$ cat config.mk
export PLATFORM = sky130hd
export DESIGN_NAME = lcc_cluster
export DESIGN_NICKNAME = d
export VERILOG_FILES = /design/src/rtl/lcc_pkg.sv /design/src/rtl/lcc_cluster.sv
export SDC_FILE = /design/constraint.sdc
export NUM_CORES = 1
export LEC_CHECK = 0
export ABC_AREA = 1
export BUFFER_PORTS_ARGS = -buffer_cell sky130_fd_sc_hd__buf_2
export CORE_MARGIN = 8
export CORE_UTILIZATION = 55
export DETAILED_ROUTE_END_ITERATION = 8
export PLACE_DENSITY = 0.8
export SETUP_SLACK_MARGIN = 0.3
export SYNTH_ARGS = -nofsm -noshare
export SYNTH_HDL_FRONTEND = slang
export SYNTH_SLANG_ARGS = --single-unit
$ cat constraint.sdc
create_clock -name aclk -period 6.4 [get_ports aclk]
set_clock_uncertainty 0.2 [all_clocks]
set_input_delay 0.96 -clock aclk [delete_from_list [all_inputs] [get_ports aclk]]
set_output_delay 0.96 -clock aclk [all_outputs]
set_load 0.05 [all_outputs]
$ cat src/rtl/lcc_pkg.sv
// Purpose: shared constants for the logic cell cluster
// Assumes: AXI4-Lite register access, 32-bit data
// Notes: register word offsets are byte addresses
package lcc_pkg;

	// ****************************************
	// register map
	// ****************************************
	localparam int ADDR_W = 8;
	localparam logic [7:0] OFF_CTRL = 8'h00;
	localparam logic [7:0] OFF_STATUS = 8'h04;
	localparam logic [7:0] OFF_LINES = 8'h08;
	localparam logic [7:0] OFF_CELL_BASE = 8'h10;
	localparam int MAX_CELLS = 8;

	// ****************************************
	// control register fields
	// ****************************************
	localparam int CTRL_RUN = 0;
	localparam int CTRL_BREAK = 1;
	localparam int CTRL_CHIPRST_EN = 2;
	localparam logic [31:0] CTRL_RESET = 32'h0000_0000;
	localparam logic [31:0] CTRL_MASK = 32'h0000_0007;

	// ****************************************
	// status register fields
	// ****************************************
	localparam int ST_Q = 0;
	localparam int ST_LOCAL = 8;
	localparam int ST_ROW = 16;
	localparam int ST_CARRY = 24;
	localparam int ST_CASC = 25;

	// ****************************************
	// control line fields, eight bits per line
	// ****************************************
	localparam int NUM_LINES = 4;
	localparam int LINE_BITS = 8;
	localparam int LN_SRC = 0;
	localparam int LN_INV = 2;
	localparam int LN_IDX = 3;
	localparam logic [31:0] LINES_RESET = 32'h0000_0000;
	localparam logic [1:0] SRC_GLOBAL = 2'h0;
	localparam logic [1:0] SRC_IO = 2'h1;
	localparam logic [1:0] SRC_INTERNAL = 2'h2;
	localparam logic [1:0] SRC_CLKPIN = 2'h3;

	// ****************************************
	// cell configuration fields
	// ****************************************
	localparam int CF_LUT = 0;
	localparam int CF_MODE = 16;
	localparam int CF_FF = 18;
	localparam int CF_LOCAL_REG = 20;
	localparam int CF_ROW_REG = 21;
	localparam int CF_CASC_OR = 22;
	localparam int CF_USE_CARRY = 23;
	localparam int CF_PACK = 24;
	localparam int CF_CE_EN = 25;
	localparam int CF_CLK_SEL = 26;
	localparam int CF_CLR_SEL = 27;
	localparam int CF_PRE_SEL = 29;
	localparam logic [31:0] CELL_RESET = 32'h0000_0000;

	typedef enum logic [1:0] {
		LCC_NORMAL = 2'h0,
		LCC_ARITH = 2'h1,
		LCC_UPDOWN = 2'h3,
		LCC_CLRCNT = 2'h2
	} lcc_mode_type;

	typedef enum logic [1:0] {
		LCC_FF_D = 2'h0,
		LCC_FF_T = 2'h1,
		LCC_FF_JK = 2'h3,
		LCC_FF_SR = 2'h2
	} lcc_ff_type;

	localparam logic [1:0] RESP_OKAY = 2'h0;
	localparam logic [1:0] RESP_SLVERR = 2'h2;

endpackage

$ cat src/rtl/lcc_cluster.sv
// Purpose: cluster of lookup-table logic cells with carry and cascade chains
// Assumes: all inputs synchronous to aclk; cluster clocks act as edge enables
// Notes: clear and preset act at the next aclk edge while the run bit is set, ahead of cluster clocks
//
// Design decisions made here: the AXI4-Lite register port and the placing of the registers.

`timescale 1ns/1ps
`default_nettype none

module lcc_cluster
	import lcc_pkg::*;
#(
	parameter int NUM_CELLS = 8
) (
	input wire logic aclk,
	input wire logic aresetn,
	input wire logic [lcc_pkg::ADDR_W-1:0] s_axi_awaddr,
	input wire logic [2:0] s_axi_awprot,
	input wire logic s_axi_awvalid,
	output logic s_axi_awready,
	input wire logic [31:0] s_axi_wdata,
	input wire logic [3:0] s_axi_wstrb,
	input wire logic s_axi_wvalid,
	output logic s_axi_wready,
	output logic [1:0] s_axi_bresp,
	output logic s_axi_bvalid,
	input wire logic s_axi_bready,
	input wire logic [lcc_pkg::ADDR_W-1:0] s_axi_araddr,
	input wire logic [2:0] s_axi_arprot,
	input wire logic s_axi_arvalid,
	output logic s_axi_arready,
	output logic [31:0] s_axi_rdata,
	output logic [1:0] s_axi_rresp,
	output logic s_axi_rvalid,
	input wire logic s_axi_rready,
	input wire logic [1:0] clk_pin,
	input wire logic [lcc_pkg::NUM_LINES-1:0] global_sig,
	input wire logic [lcc_pkg::NUM_LINES-1:0] io_sig,
	input wire logic chip_reset_n,
	input wire logic [4*NUM_CELLS-1:0] cell_data,
	input wire logic carry_in,
	input wire logic cascade_in,
	output logic carry_out,
	output logic cascade_out,
	output logic [NUM_CELLS-1:0] local_out,
	output logic [NUM_CELLS-1:0] row_out
);
	import lcc_pkg::*;

	generate
		if (NUM_CELLS < 1 || NUM_CELLS > MAX_CELLS) begin : g_bad
			$error("NUM_CELLS must lie between 1 and 8");
		end
	endgenerate

	// ****************************************
	// register storage
	// ****************************************
	logic [31:0] ctrl_q;
	logic [31:0] lines_q;
	logic [31:0] cell_cfg_q [NUM_CELLS];
	logic [NUM_CELLS-1:0] q_q;
	logic [NUM_LINES-1:0] line_prev_q;

	// ****************************************
	// AXI4-Lite slave
	// ****************************************
	logic aw_got_q;
	logic w_got_q;
	logic [ADDR_W-1:0] awaddr_q;
	logic [31:0] wdata_q;
	logic [3:0] wstrb_q;
	logic [31:0] rdata_q;
	logic [1:0] rresp_q;
	logic [1:0] bresp_q;
	logic bvalid_q;
	logic rvalid_q;

	wire aw_take = s_axi_awvalid && s_axi_awready;
	wire w_take = s_axi_wvalid && s_axi_wready;
	wire [ADDR_W-1:0] wr_addr = aw_got_q ? awaddr_q : s_axi_awaddr;
	wire [31:0] wr_data = w_got_q ? wdata_q : s_axi_wdata;
	wire [3:0] wr_strb = w_got_q ? wstrb_q : s_axi_wstrb;
	wire wr_fire = (aw_got_q || aw_take) && (w_got_q || w_take);
	wire run = ctrl_q[CTRL_RUN];

	// cell index from address; only aligned words inside the window hit
	wire [ADDR_W-1:0] wr_rel = wr_addr - OFF_CELL_BASE;
	wire [ADDR_W-1:0] rd_rel = s_axi_araddr - OFF_CELL_BASE;
	wire wr_cell_hit = wr_addr >= OFF_CELL_BASE && wr_rel[1:0] == 2'h0
		&& int'(wr_rel[ADDR_W-1:2]) < NUM_CELLS;
	wire rd_cell_hit = s_axi_araddr >= OFF_CELL_BASE
		&& rd_rel[1:0] == 2'h0 && int'(rd_rel[ADDR_W-1:2]) < NUM_CELLS;
	wire wr_ctrl = wr_addr == OFF_CTRL;
	wire wr_lines = wr_addr == OFF_LINES;
	wire wr_status = wr_addr == OFF_STATUS;
	wire wr_ok = wr_ctrl || wr_lines || wr_status || wr_cell_hit;
	// configuration is frozen while running; such writes are dropped
	wire cfg_we = wr_fire && !run;

	function automatic logic [31:0] merge(input logic [31:0] old,
		input logic [31:0] data, input logic [3:0] strb);
		logic [31:0] r;
		r = old;
		for (int b = 0; b < 4; b++) begin
			if (strb[b]) begin
				r[8*b +: 8] = data[8*b +: 8];
			end
		end
		return r;
	endfunction

	assign s_axi_awready = !aw_got_q && !bvalid_q;
	assign s_axi_wready = !w_got_q && !bvalid_q;
	assign s_axi_bvalid = bvalid_q;
	assign s_axi_bresp = bresp_q;
	assign s_axi_arready = !rvalid_q;
	assign s_axi_rvalid = rvalid_q;
	assign s_axi_rdata = rdata_q;
	assign s_axi_rresp = rresp_q;

	always_ff @(posedge aclk) begin
		if (!aresetn) begin
			aw_got_q <= 1'b0;
			w_got_q <= 1'b0;
			bvalid_q <= 1'b0;
			bresp_q <= RESP_OKAY;
		end else begin
			if (wr_fire) begin
				aw_got_q <= 1'b0;
				w_got_q <= 1'b0;
				bvalid_q <= 1'b1;
				bresp_q <= wr_ok ? RESP_OKAY : RESP_SLVERR;
			end else begin
				aw_got_q <= aw_got_q || aw_take;
				w_got_q <= w_got_q || w_take;
				if (s_axi_bready) begin
					bvalid_q <= 1'b0;
				end
			end
		end
	end

	always_ff @(posedge aclk) begin
		if (aw_take) begin
			awaddr_q <= s_axi_awaddr;
		end
		if (w_take) begin
			wdata_q <= s_axi_wdata;
			wstrb_q <= s_axi_wstrb;
		end
	end

	// ****************************************
	// control and configuration registers
	// ****************************************
	always_ff @(posedge aclk) begin
		if (!aresetn) begin
			ctrl_q <= CTRL_RESET;
			lines_q <= LINES_RESET;
		end else begin
			if (wr_fire && wr_ctrl) begin
				ctrl_q <= merge(ctrl_q, wr_data, wr_strb) & CTRL_MASK;
			end
			if (cfg_we && wr_lines) begin
				lines_q <= merge(lines_q, wr_data, wr_strb);
			end
		end
	end

	// ****************************************
	// cluster control lines
	// ****************************************
	logic [NUM_LINES-1:0] line_val;
	logic [NUM_LINES-1:0] line_rise;

	genvar k;
	generate
		for (k = 0; k < NUM_LINES; k++) begin : g_line
			wire [LINE_BITS-1:0] lc = lines_q[LINE_BITS*k +: LINE_BITS];
			wire [2:0] idx = lc[LN_IDX +: 3];
			wire internal = int'(idx) < NUM_CELLS ? local_out[idx] : 1'b1;
			// the last two lines have no dedicated pin; that code stays idle
			wire pin = k < 2 ? clk_pin[k % 2] : 1'b1;
			wire [1:0] src = lc[LN_SRC +: 2];
			wire raw = src == SRC_GLOBAL ? global_sig[k]
				: src == SRC_IO ? io_sig[k]
				: src == SRC_INTERNAL ? internal : pin;
			assign line_val[k] = raw ^ lc[LN_INV];
			assign line_rise[k] = line_val[k] && !line_prev_q[k];
		end
	endgenerate

	always_ff @(posedge aclk) begin
		if (!aresetn) begin
			line_prev_q <= '0;
		end else begin
			line_prev_q <= line_val;
		end
	end

	// ****************************************
	// logic cells and chains
	// ****************************************
	logic [NUM_CELLS:0] carry;
	logic [NUM_CELLS:0] casc;
	logic [NUM_CELLS-1:0] q_d;
	logic [NUM_CELLS-1:0] q_we;

	// the fabric wires these ports from the cluster two places lower
	// in the row, so even clusters chain to even and odd to odd
	wire brk = ctrl_q[CTRL_BREAK];
	wire casc_neutral = !cell_cfg_q[0][CF_CASC_OR];
	assign carry[0] = brk ? 1'b0 : carry_in;
	assign casc[0] = brk ? casc_neutral : cascade_in;
	assign carry_out = carry[NUM_CELLS];
	assign cascade_out = casc[NUM_CELLS];

	wire chip_rst = ctrl_q[CTRL_CHIPRST_EN] && !chip_reset_n;

	genvar i;
	generate
		for (i = 0; i < NUM_CELLS; i++) begin : g_cell
			wire [31:0] cf = cell_cfg_q[i];
			wire [3:0] d = cell_data[4*i +: 4];
			wire [15:0] lut = cf[CF_LUT +: 16];
			lcc_mode_type mode;
			lcc_ff_type fft;
			assign mode = lcc_mode_type'(cf[CF_MODE +: 2]);
			assign fft = lcc_ff_type'(cf[CF_FF +: 2]);
			wire cin = carry[i];
			wire counter = mode == LCC_UPDOWN || mode == LCC_CLRCNT;
			wire split = mode != LCC_NORMAL;
			// normal: four inputs, third may be swapped for carry-in
			wire [3:0] idx4 = {d[3], cf[CF_USE_CARRY] ? cin : d[2],
				d[1], d[0]};
			// split modes: low half forms the result, high half the carry
			wire [2:0] idx3 = {cin, counter ? q_q[i] : d[1], d[0]};
			wire f = split ? lut[{1'b0, idx3}] : lut[idx4];
			wire co = lut[{1'b1, idx3}];
			assign carry[i+1] = split ? co : cin;
			// OR is the AND of the inverted terms, inverted again
			wire joined = cf[CF_CASC_OR] ? (f | casc[i])
				: (f & casc[i]);
			// clearable counter spends cascade-in on its synchronous clear
			wire comb = mode == LCC_CLRCNT ? f : joined;
			assign casc[i+1] = comb;

			wire din = cf[CF_PACK] ? d[3] : comb;
			logic ff_next;
			always_comb begin
				unique case (fft)
					LCC_FF_D: ff_next = din;
					LCC_FF_T: ff_next = q_q[i] ^ din;
					LCC_FF_JK: ff_next = (din & !q_q[i]) | (!d[3] & q_q[i]);
					LCC_FF_SR: ff_next = din ? 1'b1 : (d[3] ? 1'b0 : q_q[i]);
				endcase
			end
			wire load_mux = d[2] ? d[3] : comb;
			wire cnt_next = mode == LCC_CLRCNT ? (load_mux & casc[i])
				: load_mux;

			wire ce = cf[CF_CE_EN] ? d[0] : 1'b1;
			wire edge_hit = line_rise[cf[CF_CLK_SEL]];
			wire [1:0] clr_sel = cf[CF_CLR_SEL +: 2];
			wire [1:0] pre_sel = cf[CF_PRE_SEL +: 2];
			// unused clear or preset reads as high, i.e. inactive
			wire clr_n = clr_sel == 2'h1 ? line_val[2]
				: clr_sel == 2'h2 ? line_val[3] : 1'b1;
			wire pre_n = pre_sel == 2'h1 ? line_val[2]
				: pre_sel == 2'h2 ? line_val[3] : 1'b1;

			always_comb begin
				q_we[i] = 1'b1;
				if (chip_rst) begin
					q_d[i] = 1'b0;
				end else if (!clr_n) begin
					q_d[i] = 1'b0;
				end else if (!pre_n) begin
					q_d[i] = 1'b1;
				end else begin
					q_d[i] = counter ? cnt_next : ff_next;
					q_we[i] = edge_hit && ce;
				end
			end

			always_ff @(posedge aclk) begin
				if (!aresetn) begin
					q_q[i] <= 1'b0;
				end else if (run && q_we[i]) begin
					q_q[i] <= q_d[i];
				end
			end

			always_ff @(posedge aclk) begin
				if (!aresetn) begin
					cell_cfg_q[i] <= CELL_RESET;
				end else if (cfg_we && wr_cell_hit
					&& int'(wr_rel[ADDR_W-1:2]) == i) begin
					cell_cfg_q[i] <= merge(cell_cfg_q[i], wr_data, wr_strb);
				end
			end

			// unregistered path is the flip-flop bypass
			assign local_out[i] = cf[CF_LOCAL_REG] ? q_q[i] : comb;
			assign row_out[i] = cf[CF_ROW_REG] ? q_q[i] : comb;
		end
	endgenerate

	// ****************************************
	// read path
	// ****************************************
	logic [31:0] status;
	always_comb begin
		status = '0;
		status[ST_Q +: NUM_CELLS] = q_q;
		status[ST_LOCAL +: NUM_CELLS] = local_out;
		status[ST_ROW +: NUM_CELLS] = row_out;
		status[ST_CARRY] = carry_out;
		status[ST_CASC] = cascade_out;
	end

	wire [2:0] rd_idx = rd_rel[4:2];
	wire rd_ok = s_axi_araddr == OFF_CTRL || s_axi_araddr == OFF_STATUS
		|| s_axi_araddr == OFF_LINES || rd_cell_hit;
	wire [31:0] rd_word = s_axi_araddr == OFF_CTRL ? ctrl_q
		: s_axi_araddr == OFF_STATUS ? status
		: s_axi_araddr == OFF_LINES ? lines_q
		: rd_cell_hit ? cell_cfg_q[rd_idx] : 32'h0000_0000;

	always_ff @(posedge aclk) begin
		if (!aresetn) begin
			rvalid_q <= 1'b0;
			rdata_q <= 32'h0000_0000;
			rresp_q <= RESP_OKAY;
		end else if (s_axi_arvalid && s_axi_arready) begin
			rvalid_q <= 1'b1;
			rdata_q <= rd_word;
			rresp_q <= rd_ok ? RESP_OKAY : RESP_SLVERR;
		end else if (s_axi_rready) begin
			rvalid_q <= 1'b0;
		end
	end

endmodule // lcc_cluster

`default_nettype wire

# Word level (Yosys, flattened, before mapping)
# Memories as Yosys holds them, arrays and structs flattened.
# Cells that the tools add are included.
word_totals:
  reg_bits: 129
  latch_bits: 0
  mem_bits_rw: 256
  romBits: 0
  inputBits: 110
  out_inout_bits: 59
  elab_cells: 794
  mem_count: 1
classes:
  addsub: 2
  mul: 0
  div_mod_pow: 0
  magnitude_cmp: 40
  eq_ne: 99
  shift: 0
  n_mux: 436
  bitwise_logic: 69
  reduce_logical: 123
memory_table:
  columns: ["name", "words", "width", "read_ports", "rd_ports_with_merged_regs", "write_ports", "line", "text"]
  rows:
  - ["cell_cfg_q", 8, 32, 9, 0, 8, "lcc_cluster.sv:61", "logic [31:0] cell_cfg_q [NUM_CELLS];"]
op_table:
  columns: ["cell", "count"]
  rows:
  - ["$mux 8", 97]
  - ["$mux 32", 13]
  - ["$mux 1", 287]
  - ["$eq 2x2->1 const B", 52]
  - ["$lt 4x5->1 const B", 16]
  - ["$bmux 1 s3", 20]
  - ["$eq 2x1->1 const B", 28]
  - ["$ne 7x7->1 const B", 8]
  - ["$logic_and 1x1->1", 41]
  - ["$lt 3x5->1 const B", 8]
  - ["$and 1x1->1", 32]
  - ["$bmux 1 s4", 8]
  - ["$pmux 1 s4", 8]
  - ["$logic_not 2->1", 14]
  - ["$reduce_and 2->1", 13]
  - ["$logic_not 1->1", 25]
  - ["$eq 6x4->1 const B", 4]
  - ["$lt 1x3->1 const B", 8]
  - ["$or 1x1->1", 24]
  - ["$reduce_bool 2->1", 10]
  - ["$eq 8x3->1 const B", 2]
  - ["$eq 8x4->1 const B", 2]
  - ["$ge 8x5->1 const B", 2]
  - ["$logic_not 8->1", 2]
  - ["other kinds (12)", 45]

# Logic depth before layout (Yosys ltp)
# Gate-level depths: netlist of the first run.
# An unclocked memory read counts as a cell.
logic_depth:
  ltp_word: 48
  depth_mapped: 44
  depth_no_buf: 43

# Worst setup path before layout of the first run
# OpenSTA, ideal clock, no wires.
synth_path:
  path_kind: "in2reg"
  from: "input port s_axi_wvalid"
  to: "memory cell_cfg_q[4][0] (enable)"
  setup_ns: 0.384
  t_arrival_ns: 5.494
  required_time_ns: 5.816
  slack_ns: 0.322
  path_stages: 9
  path_buffers: 0
  path_cell_list: "nor3b_1 nor2_1 nor2_1 inv_1 nor2_1 nand3_1 nor2_1 nand2_1 o21ai_0"
synth_rtl:
  columns: ["element", "line", "text"]
  rows:
  - ["from (decl)", "lcc_cluster.sv:23", "input wire logic s_axi_wvalid,"]
  - ["to (decl)", "lcc_cluster.sv:61", null]

# Worst setup path after layout of the first run
layout_path:
  from: "input port cell_data[0]"
  to: "output port row_out[7]"
layout_via:
  elab_chain_len: 29
  word_cells_on_any_way: 101
  classes_between: "mux: 85; bitwise: 16"
layout_rtl:
  columns: ["element", "line", "text"]
  rows:
  - ["from (decl)", "lcc_cluster.sv:40", "input wire logic [4*NUM_CELLS-1:0] cell_data,"]
  - ["$bmux 1 s3", "lcc_cluster.sv:240", "wire co = lut[{1'b1, idx3}];"]
  - ["$mux 1 (not written as such)", "lcc_cluster.sv:240", null]
  - ["$mux 1", "lcc_cluster.sv:241", "assign carry[i+1] = split ? co : cin;"]
  - ["$bmux 1 s3 / $mux 1 (equally long branches)", "lcc_cluster.sv:240, lcc_cluster.sv:235", null]
  - ["$mux 1 (not written as such) / $bmux 1 s4 (equally long branches)", "lcc_cluster.sv:240, lcc_cluster.sv:239", null]
  - ["$mux 1 (on tied branches)", "lcc_cluster.sv:241, lcc_cluster.sv:239", null]
  - ["$bmux 1 s3, or another cell as far along", "lcc_cluster.sv:240", null]
  - ["$mux 1 (not written as such), or another cell as far along", "lcc_cluster.sv:240", null]
  - ["[... 13 more ...]", null, null]
  - ["$mux 1 (on tied branches)", "lcc_cluster.sv:235, lcc_cluster.sv:239, lcc_cluster.sv:246", null]
  - ["$bmux 1 s4, or another cell as far along", "lcc_cluster.sv:239", "wire f = split ? lut[{1'b0, idx3}] : lut[idx4];"]
  - ["$mux 1 (on tied branches)", "lcc_cluster.sv:239, lcc_cluster.sv:243", null]
  - ["$mux 1 (on tied branches)", "lcc_cluster.sv:239, lcc_cluster.sv:246", null]
  - ["$and 1x1->1 / $or 1x1->1 (equally long branches)", "lcc_cluster.sv:244, lcc_cluster.sv:243", null]
  - ["$mux 1", "lcc_cluster.sv:243", "wire joined = cf[CF_CASC_OR] ? (f | casc[i])"]
  - ["$mux 1 (*)", "lcc_cluster.sv:246", "wire comb = mode == LCC_CLRCNT ? f : joined;"]
  - ["$mux 1 (*)", "lcc_cluster.sv:306", "assign row_out[i] = cf[CF_ROW_REG] ? q_q[i] : comb;"]
  - ["to (decl)", "lcc_cluster.sv:46", "output logic [NUM_CELLS-1:0] row_out"]
# Every way passes the cells marked *; elsewhere a longest branch is shown, timed or not. The select of a mux whose other input is x is not followed.

==> flow_metrics.env, run 1 <==
export IMPL_hold_class="reg -> reg"
export IMPL_synthTopCellsByArea="edfxtp_1, nand2_1, dfxtp_1"
export IMPL_final_max_slew_viol_count=0
export IMPL_fin_crit_ns=5.725
export IMPL_fill_cells=3289
export IMPL_status="finished clean"
export IMPL_ctsLongestPathBuffers=3
export IMPL_synth_ff_type="edfxtp_1"
export IMPL_die_area_sq_mm=0.04603
export IMPL_final_layout_size_suffix_gt1_share_pct=15.81
export IMPL_grt_setup_unrepaired="false"
export IMPL_cp_startpoint="cell_data[0]"
export IMPL_dr_pass1_iters=9
export IMPL_whs_ns=0.2483
export IMPL_maxCapViolCount=0
export IMPL_cts_tree="built"
export IMPL_worst_pin_slew_ns=1.332
export IMPL_post_synth_num_cell_types=60
export IMPL_grt_max_degree=79
export IMPL_fin_tns_setup_ns=0
export IMPL_power_density_mw_per_mm2=271.5
export IMPL_seq_area_frac_synth_pct=49.22
export IMPL_cts_sinks=383
export IMPL_vias=20822
export IMPL_power_share_sequential_pct=42.6
export IMPL_cts_root_buffer="clkbuf_16"
export IMPL_finalSetupViolCount=0
export IMPL_std_cell_rows=72
export IMPL_leakagePower_nw=10.39
export IMPL_core_area_sq_mm=0.03883
export IMPL_max_slew_margin_pct=10.86
export IMPL_syn_area_per_cell_sq_um=8.111
export IMPL_syn_area_sq_mm=0.02168
export IMPL_stdcell_area_sq_mm=0.02458
export IMPL_initial_core_util_pct=55.84
export IMPL_cts_setup_buffers=0
export IMPL_mostFrequentLayoutCell="nand2_1"
export IMPL_grt_pass1_vias=19888
export IMPL_yosysWarnings=0
export IMPL_crit_arrival_ns=4.56
export IMPL_max_freq_mhz=174.7
export IMPL_cp_end_kind="primary output"
export IMPL_finalHoldViolations=0
export IMPL_r2r_cells=13
export IMPL_grt_first_pass_wirelength_um=116100
export IMPL_dpl_cell_area_sq_mm=0.02308
export IMPL_p_int_mw=4.662
export IMPL_insertion_delay_ns=0.57
export IMPL_ant_nets=0
export IMPL_wirelength_um=77300
export IMPL_fin_crit_sh_pct=89.45
export IMPL_synth_edf_count=300
export IMPL_p_sw_share_pct=30.12
export IMPL_synthArstFlopShare_pct=0
export IMPL_clkTransAtPathRegs_ns=0.06
export IMPL_grt_usage_pct=32.42
export IMPL_die_h_um=214.5
export IMPL_port_buffers=160
export IMPL_pwr_share_clk_pct=39.1
export IMPL_nets=2932
export IMPL_cp_max_fo=13
export IMPL_final_cell_mix="nand2_1, nor2_1, edfxtp_1"
export IMPL_cts_resized=0
export IMPL_min_from="lines_q[30]"
export IMPL_yosysTopAreaCell="edfxtp_1"
export IMPL_synthCells=2673
export IMPL_pwr_share_comb_pct=18.3
export IMPL_dp_final_hpwl_um=57340
export IMPL_ir_drop_mv=0.2837
export IMPL_cts_hold_fix_buffers=0
export IMPL_first_iter_violations=2950
export IMPL_ios=169
export IMPL_critPathKind="in -> out"
export IMPL_die_x_um=214.5
export IMPL_cts_made_buffers=44
export IMPL_ys_ff_latch=383
export IMPL_htreeDepth=2
export IMPL_power_switching_mw=2.010
export IMPL_whs_path_depth=2
export IMPL_post_drt_wl_per_cell_um=22.93
export IMPL_synthToLayoutAreaGrowth_pct=13.36
export IMPL_startpoint_type="input pin"
export IMPL_gp_congestion=0.9733
export IMPL_vias_per_cell=6.177
export IMPL_timing_rr_start="aw_got_q"
export IMPL_grt_ovfl_total=0
export IMPL_drcViolationCount=0
export IMPL_cp_required_ns=5.24
export IMPL_antenna_found_initial=1
export IMPL_synth_top_cell_area_share_pct=41.55
synth_stat cells, types with 19 or more instances:
cell type / count
nand2_2: 21
nand3_1: 199
nor2_1: 358
edfxtp_1: 300
nand3_2: 34
o21ai_0: 242
dfxtp_1: 83
nand2_1: 564
o221ai_1: 57
o21ai_1: 19
or2_2: 51
a22oi_1: 25
clkbuf_1: 94
o211ai_1: 23
a21oi_1: 145
inv_1: 256
flip-flops by register name, summed over array words and instances, names as in the netlist:
| name | flops |
|---|---|
| s_axi_bvalid | 1 |
| aw_got_q | 1 |
| wstrb_q | 4 |
| lines_q | 32 |
| s_axi_bresp | 1 |
| wdata_q | 32 |
| ctrl_q | 3 |
| line_prev_q | 2 |
| awaddr_q | 8 |
| s_axi_rdata | 32 |
| q_q | 8 |
| cell_cfg_q | 256 |
| s_axi_rresp | 1 |
| s_axi_rvalid | 1 |
| w_got_q | 1 |
through the flow:
step           total power [mW]  setup slack [ns]  instances  util (%)
6_report                  6.672            0.6752       3371     63.30
5_1_grt                   6.849            0.4413       3371     63.30
4_1_cts                   6.629            0.8280       3370     63.29
3_5_place_dp              4.066            0.8482       3289     59.44
3_3_place_gp              4.040            0.8792       3289     59.44
2_1_floorplan             3.588            0.3223       2674         -
area by class of cell:
type | count | area [sq um] | share of cell area (%)
well taps | 518 | 648.1 | 2.637
multi-input cells | 1889 | 9448 | 38.44
flip-flops and latches | 383 | 10670 | 43.42
clock inverters | 16 | 157.7 | 0.6415
clock buffers | 65 | 1338 | 5.442
repair buffers | 223 | 1274 | 5.183
diodes | 1 | 2.502 | 0.01018
inverters | 276 | 1039 | 4.226
cells by family (layout without fill, tap and decap cells):
group | after synthesis | count (layout) | synth area share [%]
DFF | 383 | 383 | 49.22
and+or+nand+nor | 1299 | 1299 | 27.09
muxes | 18 | 18 | 0.8311
adders and majority gates | 5 | 5 | 0.2886
xor gates and xnor gates | 4 | 4 | 0.1616
other | 1 | 3 | 0.01730
buffers and inverters | 402 | 580 | 7.295
AOI/OAI and AO/OA | 561 | 561 | 15.10
critical path, cell delays in order:
cell     delay (ns)
buf_2          0.22
inv_2          0.13
nand2_1        0.09
nand2_1        0.09
nand2_4        0.08
nand3_4        0.07
nand2_4        0.10
nand3_4        0.13
nand3_1        0.19
nand3_4        0.16
nand2_4        0.13
nand2_1        0.05
nand2_1        0.11
nand2_2        0.11
nand2_2        0.09
nand2_1        0.09
nand3_1        0.10
nand3_1        0.10
nand3_1        0.10
nand3_1        0.11
nand3_1        0.09
nand2_1        0.07
inv_1          0.09
nand2_2        0.08
nand2_1        0.09
nor2_1         0.04
a21oi_1        0.52
buf_2          0.39
path summary, 6_finish.rpt:
| kind | to | slack [ns] |
|---|---|---|
| worst min register to register | lines_q[30] | 0.25 |
| worst max register to register | cell_cfg_q[2][29] | 1.27 |
| worst min-delay path | lines_q[30] | 0.25 |
| worst max-delay path | row_out[7] | 0.68 |
power by group through the flow:
| stage | clock, mW | sequential, mW | combinational, mW |
|---|---|---|---|
| 6_report | 2.61 | 2.84 | 1.22 |
| 5_1_grt | 2.71 | 2.85 | 1.29 |
| 4_1_cts | 2.61 | 2.84 | 1.18 |
| 3_5_place_dp | 0 | 2.89 | 1.18 |
| 3_3_place_gp | 0 | 2.89 | 1.15 |
| 2_1_floorplan | 0 | 2.89 | 0.702 |
metal layers:
| layer | vias to the layer above | wire, um | global-route usage [%] |
|---|---|---|---|
| li1 | 9387 | - | - |
| met1 | 9750 | 29120 | 41.67 |
| met4 | 0 | 4323 | 16.96 |
| met2 | 1447 | 33830 | 50.17 |
| met3 | 238 | 10020 | 8.152 |
| met5 | - | 0 | 0 |
Power figures use the tool's default switching activity.
==> run 2: changes to the inputs <==
==> constraint.sdc (replaced) <==
create_clock -name aclk -period 6.4 [get_ports aclk]
set_clock_uncertainty 0.2 [all_clocks]
set_input_delay 0.96 -clock aclk [delete_from_list [all_inputs] [get_ports aclk]]
set_output_delay 0.96 -clock aclk [all_outputs]
set_load 0.005 [all_outputs]
==> run 2 against run 1 <==
Effect of this change: sequential cell count unchanged; largest power group unchanged; largest cell class unchanged; fmax decreased by 0.67%; sequential power is essentially flat; design area shrank 0.79%.
==> flow_metrics.env, run 2 (synthesized netlist as in run 1, its figures left out) <==
export IMPL_grt_pass1_vias=19900
export IMPL_multi_input_area_sq_mm=0.009448
export IMPL_max_freq_mhz=173.5
export IMPL_vias=20886
export IMPL_gp_congestion=1.007
export IMPL_ctsLongestPathBuffers=3
export IMPL_first_iter_violations=3311
export IMPL_htreeDepth=2
export IMPL_final_cell_mix="nand2_1, nor2_1, edfxtp_1"
export IMPL_max_slew_margin_pct=9.974
export IMPL_dr_pass1_iters=6
export IMPL_synthToLayoutAreaGrowth_pct=12.47
export IMPL_nets=2933
export IMPL_ios=169
export IMPL_p_sw_share_pct=30.12
export IMPL_cp_max_fo=13
export IMPL_die_h_um=214.5
export IMPL_die_area_sq_mm=0.04603
export IMPL_largest_reg_flops=256
export IMPL_fin_crit_ns=5.764
export IMPL_post_drt_wl_per_cell_um=22.62
export IMPL_fin_crit_sh_pct=90.06
export IMPL_startpoint_type="input pin"
export IMPL_crit_family="simple AND/OR/NAND/NOR gates"
export IMPL_fill_cells=3316
export IMPL_insertion_delay_ns=0.58
export IMPL_fin_tns_setup_ns=0
export IMPL_cts_tree="built"
export IMPL_hold_class="reg -> reg"
export IMPL_utilization_pct=62.80
export IMPL_leakagePower_nw=10.28
export IMPL_cts_root_buffer="clkbuf_16"
export IMPL_grt_usage_pct=32.08
export IMPL_regArea_sq_mm=0.01067
export IMPL_clkTransAtPathRegs_ns=0.05
export IMPL_cts_hold_fix_buffers=0
export IMPL_grt_first_pass_wirelength_um=114900
export IMPL_maxCapViolCount=0
export IMPL_mostFrequentLayoutCell="nand2_1"
export IMPL_critPathBufInv=5
export IMPL_std_cell_rows=72
export IMPL_antenna_found_initial=2
export IMPL_crit_arrival_ns=4.60
export IMPL_ir_drop_mv=0.3211
export IMPL_cts_resized=0
export IMPL_finalWorstSetupSlack_ns=0.6364
export IMPL_post_place_ws_ns=0.7878
export IMPL_power_share_sequential_pct=45.1
export IMPL_pwr_share_clk_pct=37.0
export IMPL_dpl_cell_area_sq_mm=0.02309
export IMPL_highest_layer="met5"
export IMPL_power_density_mw_per_mm2=258.2
export IMPL_vias_per_cell=6.199
export IMPL_wl_met2_um=32790
export IMPL_final_cell_count_no_fill=3369
export IMPL_grt_setup_unrepaired="false"
export IMPL_cp_common_cell="nand2_2"
export IMPL_status="finished clean"
export IMPL_finalSetupViolCount=0
export IMPL_initial_core_util_pct=55.84
export IMPL_drcViolationCount=0
export IMPL_regMostFlops="cell_cfg_q"
export IMPL_wirelength_um=76210
export IMPL_wl_met1_um=28110
export IMPL_finalHoldViolations=0
export IMPL_wl_met3_um=10760
export IMPL_cpPeakStageDelay_ns=0.75
export IMPL_final_layout_size_suffix_gt1_share_pct=15.63
export IMPL_placed_cells=3291
export IMPL_cts_made_buffers=43
export IMPL_slowest_stage="o21ai_0"
export IMPL_cts_setup_buffers=0
export IMPL_port_buffers=160
export IMPL_cp_required_ns=5.24
export IMPL_pwr_share_comb_pct=17.9
export IMPL_grt_max_degree=79
export IMPL_worst_pin_slew_ns=1.345
export IMPL_dp_final_hpwl_um=56430
export IMPL_ant_nets=0
export IMPL_stdcell_area_sq_mm=0.02438
export IMPL_die_x_um=214.5
export IMPL_grt_ovfl_total=0
export IMPL_cp_end_kind="primary output"
export IMPL_p_int_mw=4.400
export IMPL_critPathKind="in -> out"
export IMPL_core_area_sq_mm=0.03883
export IMPL_final_max_slew_viol_count=0
export IMPL_cts_sinks=383
export IMPL_power_switching_mw=1.897
==> run 2: cell count changes in the layout (fill, tap and decap cells not counted), sizes merged <==
| cell | before | now |
|---|---|---|
| clkinv | 16 | 25 |
| clkbuf | 65 | 47 |
| bufinv | 3 | 2 |
| clkinvlp | 0 | 4 |
| buf | 223 | 225 |
| diode | 1 | 4 |
| inv | 273 | 272 |
==> run 2: worst register-to-register path, delay by kind of cell, from the launching register on <==
kind | cells | cell delay, ns
AO/OA/AOI/OAI | 5 | 1.39
flip-flops | 1 | 0.57
AND/OR/NAND/NOR | 25 | 2.82
buffers and inverters | 1 | 0.13
==> run 2: power groups by stage <==
stage          Combinational, mW  Clock, mW  Sequential (mW)
6_report                    1.13       2.33             2.84
3_3_place_gp                1.05          0             2.88
3_5_place_dp                1.08          0             2.89
2_1_floorplan              0.631          0             2.87
4_1_cts                     1.08       2.33             2.84
5_1_grt                     1.20       2.42             2.85
==> run 2: metal layers <==
layer  vias to the layer above  global-route usage [%]
met2                      1545                   48.75
met3                       276                   8.886
met1                      9657                   41.17
met4                         4                   17.55
met5                         -                       0
li1                       9404                       -
==> run 2: final cells by class <==
type / instances / share of cell area [%]
sequential: 383 / 43.76
clock inverter: 27 / 0.7697
inverter: 276 / 4.259
antenna: 4 / 0.04105
timing repair buffer: 225 / 5.286
tap: 518 / 2.658
clock buffer: 47 / 4.475
multi-input combinational: 1889 / 38.75
==> run 2: final timing paths <==
path,from,end,slack [ns],cells past startpoint
max reg2reg,q_q[0],q_q[6],1.16,31
max,cell_data[0],row_out[6],0.64,30
min reg2reg,lines_q[14],lines_q[14],0.25,2
min,lines_q[14],lines_q[14],0.25,2
==> run 2: per-stage QoR <==
stage	total power, mW	hold slack [ns]
global route	6.469	0.2709
detailed placement	3.967	0.2436
finish	6.296	0.2503
CTS	6.246	0.2525
floorplan	3.501	0.2245
global placement	3.934	0.2354
